[src/hw/pcsr_pkg.sv]
// pll configuration shadow register constants
package pcsr_pkg;
  localparam int          ADDR_W          = 18;
  // register indices; byte address is four times the index
  localparam logic [15:0] IDX_MULT        = 16'hF000;
  localparam logic [15:0] IDX_PRESCALE    = 16'hF001;
  localparam logic [15:0] IDX_SOURCE      = 16'hF002;
  localparam logic [15:0] IDX_RUN         = 16'hF003;
  localparam logic [15:0] IDX_LOCK        = 16'hF004;
  localparam logic [15:0] IDX_CLKOUT      = 16'hF005;
  // field layouts
  localparam int          MULT_W          = 7;
  localparam int          PRESCALE_W      = 2;
  localparam int          CLKOUT_W        = 3;
  localparam int          SOURCE_BIT      = 0;
  localparam int          RUN_BIT         = 0;
  localparam int          LOCK_BIT        = 0;
  // reset values
  localparam logic [6:0]  RST_MULT        = 7'h60;
  localparam logic [1:0]  RST_PRESCALE    = 2'h0;
  localparam logic        RST_SOURCE      = 1'h0;
  localparam logic        RST_RUN         = 1'h0;
  localparam logic [2:0]  RST_CLKOUT      = 3'h0;
  // timing
  localparam int          CLK_MHZ         = 100;
  localparam int          LOCK_TIME_NS    = 10000;
  localparam int          LOCK_CYCLES     = (LOCK_TIME_NS * CLK_MHZ + 999) / 1000;
  localparam int          LOCK_CNT_W      = 11;

  typedef enum logic [1:0] {
    PCSR_LK_OFF    = 2'h0,
    PCSR_LK_ACQ    = 2'h1,
    PCSR_LK_LOCKED = 2'h3
  } pcsr_lock_e;

  // prescale code to number of master clock edges per pll reference edge
  function automatic logic [3:0] pcsr_div_ratio(input logic [1:0] code);
    case (code)
      2'h0:    pcsr_div_ratio = 4'h1;
      2'h1:    pcsr_div_ratio = 4'h2;
      2'h2:    pcsr_div_ratio = 4'h4;
      default: pcsr_div_ratio = 4'h8;
    endcase
  endfunction : pcsr_div_ratio
endpackage : pcsr_pkg

[src/hw/pcsr_lock.sv]
// pll lock acquisition timer
module pcsr_lock (
  // clock and reset
  input  wire logic clk_sys,
  input  wire logic nrst,
  // control
  input  wire logic run,
  input  wire logic reload,
  input  wire logic ref_tick,
  // status
  output logic      locked
);
  typedef struct packed {
    pcsr_pkg::pcsr_lock_e                 fsm;
    logic [pcsr_pkg::LOCK_CNT_W-1:0]      cnt;
  } pcsr_lk_s;

  pcsr_lk_s st_reg, st_next;

  always_comb begin
    st_next = st_reg;
    case (st_reg.fsm)
      pcsr_pkg::PCSR_LK_OFF: begin
        st_next.cnt = '0;
        // acquisition waits for the first reference edge
        if (run && ref_tick) begin
          st_next.fsm = pcsr_pkg::PCSR_LK_ACQ;
        end
      end
      pcsr_pkg::PCSR_LK_ACQ: begin
        if (st_reg.cnt == pcsr_pkg::LOCK_CNT_W'(pcsr_pkg::LOCK_CYCLES - 1)) begin
          st_next.fsm = pcsr_pkg::PCSR_LK_LOCKED;
        end else begin
          st_next.cnt = st_reg.cnt + 1'b1;
        end
      end
      pcsr_pkg::PCSR_LK_LOCKED: st_next.cnt = '0;
      default: st_next.fsm = pcsr_pkg::PCSR_LK_OFF;
    endcase
    // new settings or stop drop lock
    if (!run || reload) begin
      st_next.fsm = pcsr_pkg::PCSR_LK_OFF;
      st_next.cnt = '0;
    end
  end

  always_ff @(posedge clk_sys or negedge nrst) begin
    if (!nrst) begin
      st_reg <= '{fsm: pcsr_pkg::PCSR_LK_OFF, cnt: '0};
    end else begin
      st_reg <= st_next;
    end
  end

  assign locked = (st_reg.fsm == pcsr_pkg::PCSR_LK_LOCKED);

  a_lock_delay: assert property (@(posedge clk_sys) disable iff (!nrst)
    $rose(locked) |-> $past(st_reg.cnt) == pcsr_pkg::LOCK_CNT_W'(pcsr_pkg::LOCK_CYCLES - 1))
    else $error("lock asserted before acquisition time");
  a_lock_stop: assert property (@(posedge clk_sys) disable iff (!nrst)
    !run |=> !locked) else $error("lock held while pll stopped");
endmodule : pcsr_lock

[src/hw/pcsr_prescale.sv]
// master clock pin synchroniser and pll input prescaler
module pcsr_prescale (
  // clock and reset
  input  wire logic       clk_sys,
  input  wire logic       nrst,
  // pin and control
  input  wire logic       master_clock_pin,
  input  wire logic       run,
  input  wire logic [1:0] prescale,
  // reference edge to the pll
  output logic            ref_tick
);
  typedef struct packed {
    logic       sync1;
    logic       sync2;
    logic       prev;
    logic [3:0] cnt;
    logic       tick;
  } pcsr_pre_s;

  pcsr_pre_s st_reg, st_next;

  always_comb begin
    st_next       = st_reg;
    st_next.sync1 = master_clock_pin;
    st_next.sync2 = st_reg.sync1;
    st_next.prev  = st_reg.sync2;
    st_next.tick  = 1'b0;
    if (!run) begin
      // no acquisition edges while stopped
      st_next.cnt = 4'h0;
    end else if (st_reg.sync2 && !st_reg.prev) begin
      if (st_reg.cnt + 4'h1 >= pcsr_pkg::pcsr_div_ratio(prescale)) begin
        st_next.cnt  = 4'h0;
        st_next.tick = 1'b1;
      end else begin
        st_next.cnt = st_reg.cnt + 4'h1;
      end
    end
  end

  always_ff @(posedge clk_sys or negedge nrst) begin
    if (!nrst) begin
      st_reg <= '0;
    end else begin
      st_reg <= st_next;
    end
  end

  assign ref_tick = st_reg.tick;

  a_ref_idle: assert property (@(posedge clk_sys) disable iff (!nrst)
    !run ##1 !run |-> !ref_tick) else $error("reference edge while pll stopped");
  a_div_one: assert property (@(posedge clk_sys) disable iff (!nrst)
    run && prescale == 2'h0 && st_reg.sync2 && !st_reg.prev |=> ref_tick)
    else $error("divide by one missed an edge");
endmodule : pcsr_prescale

[src/hw/pcsr_top.sv]
// pll configuration shadow registers with avalon-mm slave
//
// The Avalon-MM slave port is this design's own decision.
module pcsr_top (
  // clock and reset
  input  wire logic                          clk_sys,
  input  wire logic                          nrst,
  // avalon-mm slave
  input  wire logic [pcsr_pkg::ADDR_W-1:0]   address,
  input  wire logic                          read,
  input  wire logic                          write,
  input  wire logic [31:0]                   writedata,
  input  wire logic [3:0]                    byteenable,
  output logic      [31:0]                   readdata,
  output logic                               waitrequest,
  // master clock pin
  input  wire logic                          master_clock_pin,
  // active clock settings
  output logic      [pcsr_pkg::MULT_W-1:0]   feedback_multiplier,
  output logic      [pcsr_pkg::PRESCALE_W-1:0] active_prescale,
  output logic                               clock_source_bit,
  output logic      [pcsr_pkg::CLKOUT_W-1:0] active_clkout_cfg,
  // pll and clock tree control
  output logic                               pll_ref_tick,
  output logic                               pll_output_en,
  output logic                               pll_locked,
  output logic                               pll_clock_gen_run
);
  typedef struct packed {
    logic [pcsr_pkg::MULT_W-1:0]     pend_mult;
    logic [pcsr_pkg::PRESCALE_W-1:0] pend_pre;
    logic                            pend_src;
    logic [pcsr_pkg::CLKOUT_W-1:0]   pend_clkout;
    logic                            run;
    logic [pcsr_pkg::MULT_W-1:0]     act_mult;
    logic [pcsr_pkg::PRESCALE_W-1:0] act_pre;
    logic                            act_src;
    logic [pcsr_pkg::CLKOUT_W-1:0]   act_clkout;
    logic                            ack;
    logic [31:0]                     rdata;
  } pcsr_state_s;

  pcsr_state_s st_reg, st_next;
  logic        locked;
  logic        ref_tick;
  logic        req;
  logic        aligned;
  logic [15:0] idx;
  logic        wr_take;
  logic        lo_en;
  logic        load;

  // one wait state on every access so read data can come from a flop
  assign req     = read | write;
  assign aligned = (address[1:0] == 2'h0);
  assign idx     = 16'(address[pcsr_pkg::ADDR_W-1:2]);
  assign wr_take = write & st_reg.ack;
  assign lo_en   = byteenable[0];

  // enable rising edge, caught on the write itself
  assign load = wr_take && aligned && lo_en && idx == pcsr_pkg::IDX_RUN &&
                !st_reg.run && writedata[pcsr_pkg::RUN_BIT];

  always_comb begin
    st_next       = st_reg;
    st_next.ack   = req & ~st_reg.ack;
    st_next.rdata = 32'h0;
    if (read && !st_reg.ack && aligned) begin
      // reserved and unmapped bits read zero
      case (idx)
        pcsr_pkg::IDX_MULT:     st_next.rdata[pcsr_pkg::MULT_W-1:0] = st_reg.pend_mult;
        pcsr_pkg::IDX_PRESCALE: st_next.rdata[pcsr_pkg::PRESCALE_W-1:0] = st_reg.pend_pre;
        pcsr_pkg::IDX_SOURCE:   st_next.rdata[pcsr_pkg::SOURCE_BIT] = st_reg.pend_src;
        pcsr_pkg::IDX_RUN:      st_next.rdata[pcsr_pkg::RUN_BIT] = st_reg.run;
        pcsr_pkg::IDX_LOCK:     st_next.rdata[pcsr_pkg::LOCK_BIT] = locked;
        pcsr_pkg::IDX_CLKOUT:   st_next.rdata[pcsr_pkg::CLKOUT_W-1:0] = st_reg.pend_clkout;
        default:                st_next.rdata = 32'h0;
      endcase
    end
    if (wr_take && aligned && lo_en) begin
      // setting writes land in shadow storage only; the enable write goes straight to run
      case (idx)
        pcsr_pkg::IDX_MULT:     st_next.pend_mult = writedata[pcsr_pkg::MULT_W-1:0];
        pcsr_pkg::IDX_PRESCALE: st_next.pend_pre = writedata[pcsr_pkg::PRESCALE_W-1:0];
        pcsr_pkg::IDX_SOURCE:   st_next.pend_src = writedata[pcsr_pkg::SOURCE_BIT];
        pcsr_pkg::IDX_RUN:      st_next.run = writedata[pcsr_pkg::RUN_BIT];
        pcsr_pkg::IDX_CLKOUT:   st_next.pend_clkout = writedata[pcsr_pkg::CLKOUT_W-1:0];
        default:                st_next.run = st_reg.run;
      endcase
    end
    if (load) begin
      st_next.act_mult   = st_reg.pend_mult;
      st_next.act_pre    = st_reg.pend_pre;
      st_next.act_src    = st_reg.pend_src;
      st_next.act_clkout = st_reg.pend_clkout;
    end
  end

  always_ff @(posedge clk_sys or negedge nrst) begin
    if (!nrst) begin
      st_reg <= '{pend_mult:   pcsr_pkg::RST_MULT,
                  pend_pre:    pcsr_pkg::RST_PRESCALE,
                  pend_src:    pcsr_pkg::RST_SOURCE,
                  pend_clkout: pcsr_pkg::RST_CLKOUT,
                  run:         pcsr_pkg::RST_RUN,
                  act_mult:    pcsr_pkg::RST_MULT,
                  act_pre:     pcsr_pkg::RST_PRESCALE,
                  act_src:     pcsr_pkg::RST_SOURCE,
                  act_clkout:  pcsr_pkg::RST_CLKOUT,
                  ack:         1'b0,
                  rdata:       32'h0};
    end else begin
      st_reg <= st_next;
    end
  end

  // prescaler sees the active code, never the pending one
  pcsr_prescale u_prescale (
    .clk_sys          (clk_sys),
    .nrst             (nrst),
    .master_clock_pin (master_clock_pin),
    .run              (st_reg.run),
    .prescale         (st_reg.act_pre),
    .ref_tick         (ref_tick)
  );

  // a reload restarts acquisition with the new divider and multiplier
  pcsr_lock u_lock (
    .clk_sys  (clk_sys),
    .nrst     (nrst),
    .run      (st_reg.run),
    .reload   (load),
    .ref_tick (ref_tick),
    .locked   (locked)
  );

  assign readdata            = st_reg.rdata;
  assign waitrequest         = req & ~st_reg.ack;
  assign feedback_multiplier = st_reg.act_mult;
  assign active_prescale     = st_reg.act_pre;
  assign clock_source_bit    = st_reg.act_src;
  assign active_clkout_cfg   = st_reg.act_clkout;
  assign pll_ref_tick        = ref_tick;
  assign pll_output_en       = st_reg.run;
  assign pll_locked          = locked;
  // pin-sourced generators run regardless; pll-sourced ones idle when stopped
  assign pll_clock_gen_run   = !st_reg.act_src || st_reg.run;

  a_mult_reset: assert property (@(posedge clk_sys)
    $rose(nrst) |-> feedback_multiplier == 7'h60 && st_reg.pend_mult == 7'h60)
    else $error("multiplier not ninety-six after reset");
  a_load_pending: assert property (@(posedge clk_sys) disable iff (!nrst)
    $rose(st_reg.run) |-> feedback_multiplier == $past(st_reg.pend_mult) &&
      active_prescale == $past(st_reg.pend_pre) &&
      clock_source_bit == $past(st_reg.pend_src) &&
      active_clkout_cfg == $past(st_reg.pend_clkout))
    else $error("pending settings not loaded on enable rise");
  a_hold_active: assert property (@(posedge clk_sys) disable iff (!nrst)
    !$rose(st_reg.run) |-> $stable({feedback_multiplier, active_prescale, clock_source_bit,
      active_clkout_cfg})) else $error("active setting moved without enable rise");
  a_stop_idle: assert property (@(posedge clk_sys) disable iff (!nrst)
    !pll_output_en && clock_source_bit |-> !pll_clock_gen_run)
    else $error("pll clock circuits running while stopped");
  a_resv_zero: assert property (@(posedge clk_sys) disable iff (!nrst)
    read && !waitrequest |-> readdata[31:8] == 24'h0)
    else $error("reserved read bits not zero");
  a_one_wait: assert property (@(posedge clk_sys) disable iff (!nrst)
    req && waitrequest |=> !waitrequest) else $error("access stalled beyond one cycle");

  // bus timing: one wait state, data only in the answer cycle
  a_first_wait: assert property (@(posedge clk_sys) disable iff (!nrst)
    req && !$past(req) |-> waitrequest)
    else $error("new access not stalled for a cycle");

  a_ack_single: assert property (@(posedge clk_sys) disable iff (!nrst)
    st_reg.ack |=> !st_reg.ack)
    else $error("acknowledge held for two cycles");

  a_idle_nowait: assert property (@(posedge clk_sys) disable iff (!nrst)
    !req |-> !waitrequest)
    else $error("waitrequest raised with no access");

  a_rdata_idle: assert property (@(posedge clk_sys) disable iff (!nrst)
    !(read && !waitrequest) |-> readdata == 32'h0)
    else $error("read data outside the answer cycle");

  a_wr_no_rdata: assert property (@(posedge clk_sys) disable iff (!nrst)
    write |-> readdata == 32'h0)
    else $error("read data during a write");

  // read back: shadow, enable and lock values in the low bits, zero above them
  a_rd_mult: assert property (@(posedge clk_sys) disable iff (!nrst)
    read && !waitrequest && aligned && idx == pcsr_pkg::IDX_MULT |->
      readdata == {25'h0, st_reg.pend_mult})
    else $error("multiplier read back wrong");

  a_rd_prescale: assert property (@(posedge clk_sys) disable iff (!nrst)
    read && !waitrequest && aligned && idx == pcsr_pkg::IDX_PRESCALE |->
      readdata == {30'h0, st_reg.pend_pre})
    else $error("prescale read back wrong");

  a_rd_source: assert property (@(posedge clk_sys) disable iff (!nrst)
    read && !waitrequest && aligned && idx == pcsr_pkg::IDX_SOURCE |->
      readdata == {31'h0, st_reg.pend_src})
    else $error("source select read back wrong");

  a_rd_run: assert property (@(posedge clk_sys) disable iff (!nrst)
    read && !waitrequest && aligned && idx == pcsr_pkg::IDX_RUN |->
      readdata == {31'h0, st_reg.run})
    else $error("enable read back wrong");

  a_rd_lock: assert property (@(posedge clk_sys) disable iff (!nrst)
    read && !waitrequest && aligned && idx == pcsr_pkg::IDX_LOCK |->
      readdata == {31'h0, $past(locked)})
    else $error("lock flag read back wrong");

  a_rd_clkout: assert property (@(posedge clk_sys) disable iff (!nrst)
    read && !waitrequest && aligned && idx == pcsr_pkg::IDX_CLKOUT |->
      readdata == {29'h0, st_reg.pend_clkout})
    else $error("clock-out config read back wrong");

  a_rd_unaligned: assert property (@(posedge clk_sys) disable iff (!nrst)
    read && !waitrequest && !aligned |-> readdata == 32'h0)
    else $error("unaligned read not zero");

  a_rd_unmapped: assert property (@(posedge clk_sys) disable iff (!nrst)
    read && !waitrequest && (idx < pcsr_pkg::IDX_MULT || idx > pcsr_pkg::IDX_CLKOUT) |->
      readdata == 32'h0)
    else $error("unmapped read not zero");

  // setting writes land in shadow storage and the enable write in run, masked to the field
  a_wr_mult: assert property (@(posedge clk_sys) disable iff (!nrst)
    write && !waitrequest && aligned && lo_en && idx == pcsr_pkg::IDX_MULT |=>
      {25'h0, st_reg.pend_mult} == ($past(writedata) & 32'h7F))
    else $error("multiplier write not stored");

  a_wr_prescale: assert property (@(posedge clk_sys) disable iff (!nrst)
    write && !waitrequest && aligned && lo_en && idx == pcsr_pkg::IDX_PRESCALE |=>
      {30'h0, st_reg.pend_pre} == ($past(writedata) & 32'h3))
    else $error("prescale write not stored");

  a_wr_source: assert property (@(posedge clk_sys) disable iff (!nrst)
    write && !waitrequest && aligned && lo_en && idx == pcsr_pkg::IDX_SOURCE |=>
      {31'h0, st_reg.pend_src} == ($past(writedata) & 32'h1))
    else $error("source select write not stored");

  a_wr_clkout: assert property (@(posedge clk_sys) disable iff (!nrst)
    write && !waitrequest && aligned && lo_en && idx == pcsr_pkg::IDX_CLKOUT |=>
      {29'h0, st_reg.pend_clkout} == ($past(writedata) & 32'h7))
    else $error("clock-out config write not stored");

  a_wr_run: assert property (@(posedge clk_sys) disable iff (!nrst)
    write && !waitrequest && aligned && lo_en && idx == pcsr_pkg::IDX_RUN |=>
      {31'h0, st_reg.run} == ($past(writedata) & 32'h1))
    else $error("enable write not stored");

  a_wr_ignored: assert property (@(posedge clk_sys) disable iff (!nrst)
    write && !waitrequest && (!aligned || !lo_en) |=>
      $stable({st_reg.pend_mult, st_reg.pend_pre, st_reg.pend_src, st_reg.pend_clkout,
               st_reg.run}))
    else $error("ignored write changed a register");

  a_pend_hold: assert property (@(posedge clk_sys) disable iff (!nrst)
    !(write && !waitrequest) |=>
      $stable({st_reg.pend_mult, st_reg.pend_pre, st_reg.pend_src, st_reg.pend_clkout,
               st_reg.run}))
    else $error("shadow register moved without a write");

  // enable edge loads everything at once and restarts acquisition
  a_load_cause: assert property (@(posedge clk_sys) disable iff (!nrst)
    $rose(pll_output_en) |-> $past(load))
    else $error("enable rose without a load");

  a_load_sets: assert property (@(posedge clk_sys) disable iff (!nrst)
    load |=> pll_output_en)
    else $error("load did not set the enable");

  a_load_clkout: assert property (@(posedge clk_sys) disable iff (!nrst)
    load |=> active_clkout_cfg == $past(st_reg.pend_clkout))
    else $error("clock-out config not loaded");

  a_load_unlock: assert property (@(posedge clk_sys) disable iff (!nrst)
    load |=> !pll_locked)
    else $error("lock kept across new settings");

  // a stopped pll neither acquires nor sends reference edges
  a_stop_unlock: assert property (@(posedge clk_sys) disable iff (!nrst)
    !pll_output_en |=> !pll_locked)
    else $error("lock flag set while stopped");

  a_lock_run: assert property (@(posedge clk_sys) disable iff (!nrst)
    pll_locked |-> $past(pll_output_en))
    else $error("lock flag without enable");

  a_tick_run: assert property (@(posedge clk_sys) disable iff (!nrst)
    pll_ref_tick |-> $past(pll_output_en))
    else $error("reference edge without enable");

  a_tick_single: assert property (@(posedge clk_sys) disable iff (!nrst)
    pll_ref_tick |=> !pll_ref_tick)
    else $error("reference edge wider than one cycle");

  a_src_pin: assert property (@(posedge clk_sys) disable iff (!nrst)
    !clock_source_bit |-> pll_clock_gen_run)
    else $error("pin-sourced generators stopped");

  a_pll_gen: assert property (@(posedge clk_sys) disable iff (!nrst)
    pll_output_en && clock_source_bit |-> pll_clock_gen_run)
    else $error("pll-sourced generators idle while running");

  // state right after reset release
  a_src_reset: assert property (@(posedge clk_sys)
    $rose(nrst) |-> !clock_source_bit && !pll_output_en && pll_clock_gen_run)
    else $error("clock source state wrong after reset");

  a_lock_reset: assert property (@(posedge clk_sys)
    $rose(nrst) |-> !pll_locked && !pll_ref_tick && readdata == 32'h0)
    else $error("lock or read data set after reset");
endmodule : pcsr_top

[config.mk]
export PLATFORM = sky130hd
export DESIGN_NAME = pcsr_top
export DESIGN_NICKNAME = d
export VERILOG_FILES = /design/src/hw/pcsr_pkg.sv /design/src/hw/pcsr_lock.sv /design/src/hw/pcsr_prescale.sv /design/src/hw/pcsr_top.sv
export SDC_FILE = /design/constraint.sdc
export NUM_CORES = 1
export LEC_CHECK = 0
export ABC_AREA = 0
export BUFFER_PORTS_ARGS = -buffer_cell sky130_fd_sc_hd__buf_2
export CAP_MARGIN = 25
export CORE_MARGIN = 3
export CORE_UTILIZATION = 50
export CTS_BUF_LIST = sky130_fd_sc_hd__clkbuf_16
export DETAILED_ROUTE_END_ITERATION = 8
export GPL_ROUTABILITY_DRIVEN = 0
export HOLD_SLACK_MARGIN = 0.02
export PLACE_DENSITY = 0.8
export RECOVER_POWER = 100
export SKIP_LAST_GASP = 1
export SYNTH_ARGS = -nofsm -noshare
export SYNTH_HDL_FRONTEND = slang
export SYNTH_HIERARCHICAL = 1
export SYNTH_SLANG_ARGS = --single-unit
[constraint.sdc]
create_clock -name clk_sys -period 2.7 [get_ports clk_sys]
set_input_delay 0.27 -clock clk_sys [delete_from_list [all_inputs] [get_ports clk_sys]]
set_output_delay 0.27 -clock clk_sys [all_outputs]
set_load 0.03 [all_outputs]
After elaboration in Yosys (flattened, before gate mapping). Index checks and enable logic that the tools add are counted.

$add $sub $neg: 2. Equal/unequal tests: 16. Muxes and demuxes: 19. Reduce and logical (&&, ||, !) cells: 27. Bitwise operators: 4. $lt $le $gt $ge: 1.

Operators by type and width (number): equality test 16 bit, second input constant (6); one-hot mux 11 bit (2 select lines) (1); 2-to-1 mux 4 bit (5); 2-to-1 mux 13 bit (1); one-hot mux 4 bit (3 select lines) (1); AND reduction 2 bit (6); adder 11 x 1 -> 11 bit, second input constant (1); equality test 11 x 10 -> 1 bit, second input constant (1); 2-to-1 mux 11 bit (1); logical AND 1 bit (9); 2-to-1 mux 7 bit (1); logical NOT 2 bit (3); inequality test 3 x 1 -> 1 bit, second input constant (2); one-hot mux 1 bit (6 select lines) (1); one-hot mux 2 bit (3 select lines) (1); 2-to-1 mux 5 bit (1); adder 4 x 1 -> 4 bit, second input constant (1); equality test 2 x 1 -> 1 bit, second input constant (2); equality test 2 bit, second input constant (2); >= comparator 4 bit (1); logical NOT 1 bit (4); 2-to-1 mux 2 bit (2); inequality test 2 x 1 -> 1 bit, second input constant (2); inequality test 3 bit, second input constant (1); other kinds (10) (13).

Logic and storage cells: 87. Flip-flop bits (word level): 56. Input bits: 59. Output and inout bits: 50.

Depth between registers and ports, before layout. Gate-level depths: netlist (run 1).

Depth after elaboration: 9. Mapped depth: 8. Gate-level depth less buffers: 7.

Hierarchy. Netlist (run 1), hierarchy kept.

By module, submodules not included: pcsr_top (cells each 154, times used 1, area an instance 1880.6 um^2); pcsr_lock (cells each 82, times used 1, area an instance 823.3 um^2); pcsr_prescale (cells each 43, times used 1, area an instance 464.2 um^2).

Worst setup path before layout (run 1). OpenSTA, ideal clock, no wires.

Kind: input port to flip-flop. Start point: input port address[7] (netlist bit). End point: register u_lock/st_reg[10] (netlist bit). Cell stages on the path: 6. Setup time: 0.126 ns. Arrival: 2.064 ns. Path slack: 0.510 ns. Path through: nor4_4 -> nand4_1 -> nor4_1 -> and2b_2 -> a31o_4 -> a221o_1.

Longest elaborated chain between the ends: 7. Elaborated cells between the ends (all ways): 9. Classes of those cells: 2 x eq/ne; 1 x mux; 6 x reduce/logical.

Ends and longest elaborated chain: from (decl) (RTL line pcsr_top.sv:9) `input wire logic [pcsr_pkg::ADDR_W-1:0] address,`; equality test 16 bit (*) (RTL line pcsr_top.sv:61) `assign load = wr_take && aligned && lo_en && idx == pcsr_pkg::IDX_RUN &&`; logical AND 1 bit (*) (2 in series) (RTL line pcsr_top.sv:61); logical AND 1 bit (*) (RTL line pcsr_top.sv:62) `!st_reg.run && writedata[pcsr_pkg::RUN_BIT];`; named net load (RTL line pcsr_top.sv:51) `logic load;`; logical OR 1 bit (*) (RTL line pcsr_lock.sv:41) `if (!run || reload) begin`; inequality test 3 bit (no line) or nonzero test 3 bit (tied branches); AND reduction 2 bit (no line); to (signal assigned) (RTL line pcsr_lock.sv:49) `st_reg <= '{fsm: pcsr_pkg::PCSR_LK_OFF, cnt: '0};`; to (signal assigned) (RTL line pcsr_lock.sv:51) `st_reg <= st_next;`; to (decl) (RTL line pcsr_lock.sv:18) `pcsr_lk_s st_reg, st_next;`.

The timed path passes the listed nets; every way through them passes the cells marked *. A chain may end at the register's enable or synchronous reset.

Worst setup path after layout (run 1).
Start point: register st_reg[32] (netlist bit). End point: register u_lock/st_reg[10] (netlist bit).

Longest elaborated chain between the ends: 9. Elaborated cells between the ends (all ways): 11. Classes of those cells: 1 x eq/ne; 1 x mux; 1 x bitwise; 8 x reduce/logical.

Ends and longest elaborated chain: from (decl) (RTL line pcsr_top.sv:43) `pcsr_state_s st_reg, st_next;`; from (signal assigned) (RTL line pcsr_top.sv:101) `st_reg <= '{pend_mult: pcsr_pkg::RST_MULT,`; from (signal assigned) (RTL line pcsr_top.sv:113) `st_reg <= st_next;`; AND 1 bit (*) (RTL line pcsr_top.sv:57) `assign wr_take = write & st_reg.ack;`; logical AND 1 bit (*) (4 in series) (RTL line pcsr_top.sv:61); logical AND 1 bit (*) (RTL line pcsr_top.sv:62); named net load (RTL line pcsr_top.sv:51); logical OR 1 bit (*) (RTL line pcsr_lock.sv:41); inequality test 3 bit (no line) or nonzero test 3 bit (tied branches); AND reduction 2 bit (no line).

Marks and branches as above.

==> impl_results.md, run 1 <==
- Total gr overflow: 0
- CTS Sinks: 56
- Seq/Total Area, Yosys: 0.4439
- Chip width: between 80 and 90 um
- Fmax: around 0.43 GHz
- Worst reg2reg path depth: 6
- Worst flop-to-flop path endpoint: u_lock/st_reg[10]$_DFFE_PN0P_
- Pwr Total: 1.679 mW
- WP depth: 6
- Worst setup path end: u_lock/st_reg[10]$_DFFE_PN0P_
- Yosys top cell by area: dfrtp_1
- Residual DRC count: 0
- Slew Limit Fails: 0
- Mapped Avg Cell Area: approximately 11 um2
- Slowest Stage Delay on Critical Path: 0.50 ns
- CP max FO: 8
- Antenna diodes: 0
- Die Y: approximately 86 um
- Final Cycle Share: 0.8687
- Largest net degree at the start of global routing: 32
- Peak VDD IR: around 0.35 mV
- Final net count: between 300 and 400
- Routed vias/inst: about 5.4
- DRT antenna net count: 0
- Worst r2r src: st_reg[32]$_DFF_PN0_
- CP delay by family, top: simple AND/OR/NAND/NOR gates
- Critical path arrival: 2.52 ns
- # rows: 28
- Headroom to the max-slew limit: 0.03976
- Core Area: roughly 0.0060 mm2
- Routed Wire Length: 6052 um
- Pre-antenna DRT Iters: 4
- DP Area: 0.003342 mm2
- Largest cells by area after synthesis: dfrtp_1, buf_4, mux2_2, ha_1, dfstp_2
- Setup crit start kind: flip-flop
- Critical path data required time: around 2.9 ns
- First-pass GRT wire length: between 9000 and 10,000 um
- Via Count: about 2,200
- R2R setup slack: 0.35 ns
- RSZ-0062 raised after global routing: no
- Power Dens Cells: 488.4 mW/mm2
- Port Buffer Count: between 50 and 60
- Final setup fails: 0
- Clock latency on the worst-skew pair: around 0.29 ns
- 1st-iter DRT viols: 76
- Die footprint: 0.007327 mm2
- Crit Path Class: reg -> reg
- Maximum capacitance violations: 0
- Root Driver: clkbuf_16
- Wirelength per Cell: ~15 um
- Sum Neg Setup Slack: 0 ns
- Longest Clk Path Bufs: 2
- CP cell instances: and4bb_2 > nand4_1 > nor4_1 > and2b_1 > a31o_1 > a221o_1
- Crit end category: flip-flop
- Initial antenna violation count: 0
- Clock skew: between 0.004 and 0.005 ns
- CTS tree: yes
- Post_cts resized: 0
- Synth Warn #: 6
- Layout cells sized above 1: 0.2844
- Clock slew at reported path FFs: 0.07 ns
- Fill count: about 520
- Worst Max-Slew Pin Slew: about 1.4 ns
- Top Ports: approximately 110
- Post-DP HPWL: between 4000 and 5000 um
- Global Route Usage Sum: 0.1654
- Static Leak: 1.566 nW
- Area grow syn2layout: 8.491%
- Status: finished, final reports clean
- Max reg flops: 14
- Async SR Flop Fraction: 1.000
- Post-synth top flop: dfrtp_1
- Number of distinct library cells after synthesis: 65
- Synthesized flop and latch total: 56
- Share of the synthesized area in the top cell type: 0.4107
- CP startpoint: st_reg[32]$_DFF_PN0_
- Critical path buffer and inverter count: 0
- Final-report hold violation count: 0
- Fin area: about 0.0034 mm2
- Vias in the first global route: 2,052
- Fin crit period: 2.345 ns
- Syn Std Cell Area: 0.003168 mm2
- Crit-path slowest cell: nor4_1
- Worst Hold Class: in -> reg
- CTS H-tree lvls: 2
- Initial Utilization: 0.5257
- Number of synthesized flops with an enable pin: 0
- CTS buffer count: 5
- Post-synthesis cell count: around 280
==> worst min-delay path by stage <==
stage	cells after the start	endpoint	startpoint	slack, ns
final	1	u_prescale/st_next[6]$_DFF_PN0_	master_clock_pin	0.09
after global routing	1	u_prescale/st_next[6]$_DFF_PN0_	master_clock_pin	0.08
after CTS	1	u_prescale/st_next[6]$_DFF_PN0_	master_clock_pin	0.08
after detailed placement	1	readdata[4]$_DFF_PN0_	nrst	0.30
after global placement	1	readdata[4]$_DFF_PN0_	nrst	0.31
after floorplan	0	active_clkout_cfg[0]$_DFFE_PN0P_	nrst	-0.03
==> stage by stage <==
| step | hold WS, ns | std cells | util | setup slack [ns] |
|---|---|---|---|---|
| after global placement | 0.3094 | 393 | 0.5546 | 0.3127 |
| after CTS | 0.07985 | 402 | 0.5835 | 0.4023 |
| final | 0.08577 | 402 | 0.5704 | 0.3545 |
| after global routing | 0.07545 | 402 | 0.5704 | 0.1945 |
| after detailed placement | 0.3044 | 393 | 0.5546 | 0.2793 |
| after floorplan | -0.02559 | 303 | - | 0.5096 |
==> routing by layer <==
metal  global-route usage  part of all wire  vias up
li1                     -                 -     1037
met1               0.2278              0.44     1075
met2               0.2747              0.51       56
met3              0.02786             0.038        4
met4              0.03885            0.0071        0
met5                    0                 0        -
==> power by group <==
part           total, mW  switching, mW  internal (mW)
logic              0.118         0.0909         0.0274
registers          0.845        0.00198          0.843
clock network      0.716          0.283          0.433
==> cell usage in the layout (no fill, tap or decap), types with 6 or more instances in the layout <==
master / count
conb_1: 25
nand2_1: 14
o21ai_0: 7
mux2_2: 29
clkbuf_1: 30
nor2_1: 15
ha_1: 10
inv_1: 6
buf_2: 30
dfrtp_1: 52
==> logic make-up after synthesis <==
kind of cell             share of synthesized area
multiplexers                                0.1165
AO/OA/AOI/OAI                              0.09716
other                                     0.001184
adder cells (fa/ha/maj)                    0.03949
flip-flops                                  0.4439
AND/OR/NAND/NOR                             0.1797
buffers and inverters                       0.1165
XOR/XNOR                                  0.005530
==> cell usage after synthesis (2+ instances only) <==
| cell type | count |
|---|---|
| and2_1 | 4 |
| a31oi_1 | 5 |
| nand4_1 | 4 |
| a21oi_1 | 4 |
| buf_4 | 44 |
| o31ai_1 | 2 |
| dfstp_2 | 4 |
| nor4_1 | 4 |
| o21ai_0 | 6 |
| nor2b_1 | 2 |
| nand2b_1 | 5 |
| a21boi_1 | 3 |
| mux2_2 | 29 |
| ha_1 | 10 |
| nor4_4 | 3 |
| dfrtp_1 | 52 |
| nand3_1 | 5 |
| nand4b_1 | 3 |
| and4_4 | 2 |
| a211o_2 | 2 |
| nor2_1 | 15 |
| o211ai_1 | 2 |
| nand2_1 | 14 |
| nor3b_1 | 3 |
| mux2i_1 | 2 |
| or3_1 | 2 |
| a21o_2 | 2 |
| nor3_1 | 5 |
| inv_1 | 5 |
==> area by class of cell <==
class | count | area (um2) | area share
Timing Repair Buffer | 63 | 300.3 | 0.08737
Sequential cell | 56 | 1406 | 0.4092
Clock inverter | 3 | 38.79 | 0.01129
Clock buffer | 5 | 125.1 | 0.03640
Multi-Input combinational cell | 195 | 1454 | 0.4230
Inverter | 5 | 18.77 | 0.005460
Tap cell | 75 | 93.84 | 0.02730
==> what timing repair did <==
| item | in CTS | in global routing |
|---|---|---|
| hold buffers | 1 | 0 |
| endpoints found under the hold margin | 24 | 0 |
| buffers inserted | 0 | 0 |
(Power assumes the default switching activity.)
==> run 2: changes to the inputs <==
- clock period: 2.7 -> 2.6 ns (I/O delays scaled with it)
==> impl_results.md, run 2 (synthesis results as in run 1) <==
- Chip width: between 80 and 90 um
- Critical path arrival: about 2.5 ns
- Sum Neg Setup Slack: 0 ns
- CTS H-tree lvls: 2
- Fmax: roughly 0.43 GHz
- Pre-antenna DRT Iters: 4
- Area of the multi-input gates: 0.001463 mm2
- Maximum capacitance violations: 0
- Die Y: 85.60 um
- Routed vias/inst: about 5.4
- Worst Hold Class: in -> reg
- Global Route Usage Sum: 0.1636
- Post-DP HPWL: 4699 um
- Status: finished, final reports clean
- Longest Clk Path Bufs: 2
- Layout cells sized above 1: 0.2927
- RSZ-0062 raised after global routing: no
- Core Area: about 0.0060 mm2
- Die footprint: between 0.007 and 0.008 mm2
- Pwr Total: ~1.7 mW
- Register area: 0.001406 mm2
- Peak VDD IR: a little under 0.3 mV
- Largest net degree at the start of global routing: 23
- Clock skew: between 0.005 and 0.006 ns
- Static Leak: between 1.5 and 2 nW
- Crit Path Class: reg -> reg
- Setup crit start kind: flip-flop
- Top Ports: approximately 110
- Root Driver: clkbuf_16
- Wirelength per Cell: roughly 15 um
- Most common cell after layout, fill and taps aside: dfrtp_1
- Vias in the first global route: between 2,000 and 2,500
- # rows: 28
- Initial Utilization: 0.5257
- Via Count: 2,162
- Final Cycle Share: 0.8854
- Final setup fails: 0
- Port Buffer Count: 55
- DRT antenna net count: 0
- Critical path data required time: between 2 and 3 ns
- Power Dens Cells: just under 500 mW/mm2
- Routed Wire Length: between 6000 and 7000 um
- Final-report hold violation count: 0
- Area grow syn2layout: 8.175%
- CP max FO: 8
- Final net count: a little under 400
- Headroom to the max-slew limit: 0.2276
- Slew Limit Fails: 0
- Crit end category: flip-flop
- Max reg flops: 14
- First-pass GRT wire length: just under 10,000 um
- Worst Max-Slew Pin Slew: around 1.2 ns
- Clock latency on the worst-skew pair: between 0.2 and 0.3 ns
- Residual DRC count: 0
- CTS Sinks: 56
- Fill count: roughly 530
- Initial antenna violation count: 0
- 1st-iter DRT viols: ~70
- Hold_ws: just over 0.07 ns
- CTS tree: yes
- R2R setup slack: between 0.2 and 0.3 ns
- Fin crit period: 2.302 ns
- Antenna diodes: 0
- CTS buffer count: 5
- Commonest non-fill, non-tap cells in the layout: dfrtp_1, clkbuf_1, mux2_2, buf_2, conb_1
- Total gr overflow: 0
- Clock slew at reported path FFs: about 0.07 ns
-- run 2: changes by cell type in the layout (fill, tap and decap cells not counted) --
cell	delta
clkinv_2	-1
buf_4	+1
clkinv_4	+1
clkbuf_2	+2
inv_1	-1
a31o_1	-1
buf_12	-1
buf_2	-1
inv_8	+1
clkinvlp_4	+1
a31o_4	+1
bufinv_16	-1
-- run 2: repair_timing --
| item | 4_1_cts | 5_1_grt |
|---|---|---|
| resized for setup | 0 | 0 |
| hold endpoints to repair | 20 | 0 |
| setup endpoints to repair | 0 | 0 |
| buffers inserted | 0 | 0 |
| hold buffers | 1 | 0 |
-- run 2: critical path, stage by stage (launching register included) --
cell,delay [ns]
dfrtp_1,0.36
and4bb_2,0.24
nand4_1,0.14
nor4_1,0.48
nand3b_1,0.25
nor2_1,0.10
a31o_4,0.26
a221o_1,0.36
-- run 2: metal layers --
layer	GRT usage	up-vias	part of all wire
li1	-	1041	-
met1	0.2142	1058	0.44
met2	0.2846	56	0.51
met3	0.02113	7	0.040
met4	0.04748	0	0.012
met5	0	-	0
-- run 2: metrics by stage --
stage | instance area (um2) | util | setup slack, ns | std cells
final | 3427 | 0.5687 | 0.2979 | 403
after floorplan | 3258 | - | 0.4196 | 303
after global routing | 3427 | 0.5687 | 0.1077 | 403
after CTS | 3500 | 0.5808 | 0.2988 | 403
after detailed placement | 3337 | 0.5538 | 0.1415 | 394
after global placement | 3337 | 0.5538 | 0.1976 | 394
-- run 2: area by class of cell --
type                       count  area share
multi-input combinational    195      0.4268
inverter                       5    0.005476
clock inverter                 3    0.008032
sequential                    56      0.4104
timing repair buffer          64     0.08543
tap                           75     0.02738
clock buffer                   5     0.03651
-- run 2: where the power goes --
group	internal, mW	switching (mW)
sequential	0.875	0.00207
combinational	0.0263	0.0940
clock	0.366	0.316
-- run 2: worst paths after layout --
path	to	from	depth (start not counted)
worst max-delay path	u_lock/st_reg[10]$_DFFE_PN0P_	st_reg[32]$_DFF_PN0_	7
max in group asynchronous	u_lock/st_reg[11]$_DFFE_PN0P_	nrst	3
worst max register to register	u_lock/st_reg[10]$_DFFE_PN0P_	st_reg[32]$_DFF_PN0_	7
worst min-delay path	u_prescale/st_next[6]$_DFF_PN0_	master_clock_pin	1
worst min register to register	u_prescale/st_next[5]$_DFF_PN0_	u_prescale/st_next[6]$_DFF_PN0_	0
min in group asynchronous	feedback_multiplier[3]$_DFFE_PN0P_	nrst	2
==> run 3: changes to the inputs <==
--- a/config.mk
+++ b/config.mk
@@ -10,10 +10,10 @@
 export CAP_MARGIN = 25
 export CORE_MARGIN = 3
-export CORE_UTILIZATION = 50
+export CORE_UTILIZATION = 45
 export CTS_BUF_LIST = sky130_fd_sc_hd__clkbuf_16
 export DETAILED_ROUTE_END_ITERATION = 8
 export GPL_ROUTABILITY_DRIVEN = 0
 export HOLD_SLACK_MARGIN = 0.02
-export PLACE_DENSITY = 0.8
+export PLACE_DENSITY = 0.73
 export RECOVER_POWER = 100
 export SKIP_LAST_GASP = 1
==> constraint.sdc (replaced) <==
create_clock -name clk_sys -period 2.6 [get_ports clk_sys]
set_input_delay 0.26 -clock clk_sys [delete_from_list [all_inputs] [get_ports clk_sys]]
set_output_delay 0.26 -clock clk_sys [all_outputs]
set_load 0.05 [all_outputs]
==> impl_results.md, run 3 (synthesis results as in run 1) <==
- Post-DP HPWL: 4636 um
- DRT antenna net count: 0
- Clock skew: around 0.0050 ns
- Worst Max-Slew Pin Slew: just under 0.8 ns
- Pre-antenna DRT Iters: 6
- Fmax: about 0.43 GHz
- Worst Hold Class: in -> reg
- Via Count: between 2,000 and 2,500
- Hold path cells: 1
- Final setup fails: 0
- Worst flop-to-flop path endpoint: feedback_multiplier[0]$_DFFE_PN0P_
- Fin area: about 0.0035 mm2
- Static Leak: 1.581 nW
- Worst r2r src: st_reg[32]$_DFF_PN0_
- Vias in the first global route: ~2,100
- CP startpoint: st_reg[32]$_DFF_PN0_
- Root Driver: clkbuf_16
- Routed vias/inst: 5.137
- Peak VDD IR: between 0.2 and 0.25 mV
- Die footprint: 0.008083 mm2
- GRT met3 Usage: 0.03255
- Port Buffer Count: 55
- Core Area: between 0.006 and 0.007 mm2
- Crit end category: flip-flop
- Initial antenna violation count: 0
- Critical path arrival: 2.51 ns
- Critical path data required time: 2.78 ns
- First-pass GRT wire length: between 10,000 and 15,000 um
- Most common cell after layout, fill and taps aside: dfrtp_1
- Die Y: approximately 90 um
- Clock latency on the worst-skew pair: ~0.29 ns
- Top Ports: ~110
- Most used routing layer: met2
- Post_cts resized: 0
- Antenna diodes: 0
- CP max FO: 5
- Wirelength per Cell: 14.52 um
- Clock slew at reported path FFs: around 0.070 ns
- CTS Sinks: 56
- RSZ-0062 raised after global routing: no
- Longest Clk Path Bufs: 2
- Max reg flops: 14
- Final net count: between 300 and 400
- Fill count: between 600 and 700
- Final-report hold violation count: 0
- Power Dens Cells: between 500 and 600 mW/mm2
- Largest net degree at the start of global routing: 45
- 1st-iter DRT viols: about 110
- Layout cells sized above 1: 0.2931
- CTS buffer count: 5
- Residual DRC count: 0
- GR Layer Usage met1: 0.1960
- Crit Path Class: reg -> reg
- Headroom to the max-slew limit: 0.4815
- Fin crit period: between 2 and 2.5 ns
- DP Area: around 0.0034 mm2
- Status: finished, final reports clean
- Sum Neg Setup Slack: 0 ns
- R2R setup slack: ~0.27 ns
- Setup crit start kind: flip-flop
- CTS H-tree lvls: 2
- Min-delay src: master_clock_pin
- Global Route Usage Sum: 0.1515
- Final Cycle Share: 0.8969
- Setup bufs post-CTS: 0
- Chip width: 89.91 um
- Area grow syn2layout: 9.953%
- Commonest non-fill, non-tap cells in the layout: dfrtp_1, clkbuf_1, mux2_2, buf_2, conb_1
- Met2 Use GR: 0.2563
- Total gr overflow: 0
- # rows: 29
- Initial Utilization: 0.4824
- Worst Hold End: u_prescale/st_next[6]$_DFF_PN0_
- Worst reg2reg path depth: 6
- Routed Wire Length: about 6200 um
- Slew Limit Fails: 0
- CTS tree: yes
- Maximum capacitance violations: 0
[run 3: per-stage QoR]
stage	hold WS, ns	power (mW)	cells	util	setup slack [ns]
finish	0.07379	1.799	424	0.5304	0.2682
global route	0.06788	1.859	424	0.5304	0.1800
CTS	0.07034	1.816	422	0.5393	0.3452
detailed placement	0.3381	1.050	414	0.5138	0.2156
global placement	0.3366	1.048	414	0.5138	0.2356
floorplan	-0.03559	1.026	303	-	0.3644
[run 3: critical path: stages, from the launching register on]
cell and delay [ns]:
dfrtp_1 0.38, and4bb_2 0.27, nand4_1 0.14, clkbuf_1 0.18, nor4_2 0.64, clkbuf_1 0.26, mux2_2 0.36
[run 3: worst max-delay path by stage]
stage                                              end  depth (start not counted)  slack [ns]
finish              feedback_multiplier[0]$_DFFE_PN0P_                          6        0.27
global route        feedback_multiplier[1]$_DFFE_PN0P_                          6        0.18
CTS                      u_lock/st_reg[10]$_DFFE_PN0P_                          7        0.35
detailed placement       u_lock/st_reg[10]$_DFFE_PN0P_                          8        0.22
global placement         u_lock/st_reg[10]$_DFFE_PN0P_                          8        0.24
floorplan                u_lock/st_reg[10]$_DFFE_PN0P_                          5        0.36
[run 3: cell type report]
type | instances | area [um2] | area share
Clock buffer | 5 | 125.1 | 0.03592
Sequential cell | 56 | 1406 | 0.4037
Multi-Input combinational cell | 195 | 1460 | 0.4192
Inverter | 5 | 18.77 | 0.005388
Tap cell | 93 | 116.4 | 0.03341
Timing Repair Buffer | 67 | 314.1 | 0.09016
Clock inverter | 3 | 42.54 | 0.01221
[run 3: layer usage]
layer	part of all wire	up-vias
li1	-	1046
met1	0.45	1083
met2	0.50	47
met3	0.042	2
met4	0.0063	0
met5	0	-
[run 3: where the power goes]
group          total, mW  leakage, nW  internal [mW]  switching, mW
registers          0.877        0.759          0.875        0.00256
clock network      0.767       0.0856          0.455          0.312
logic              0.155        0.736         0.0264          0.128
[run 3: what timing repair did]
action                                  CTS  global route
endpoints found under the setup margin    0             0
hold endpoints to repair                  0            13
hold buffers                              0             1
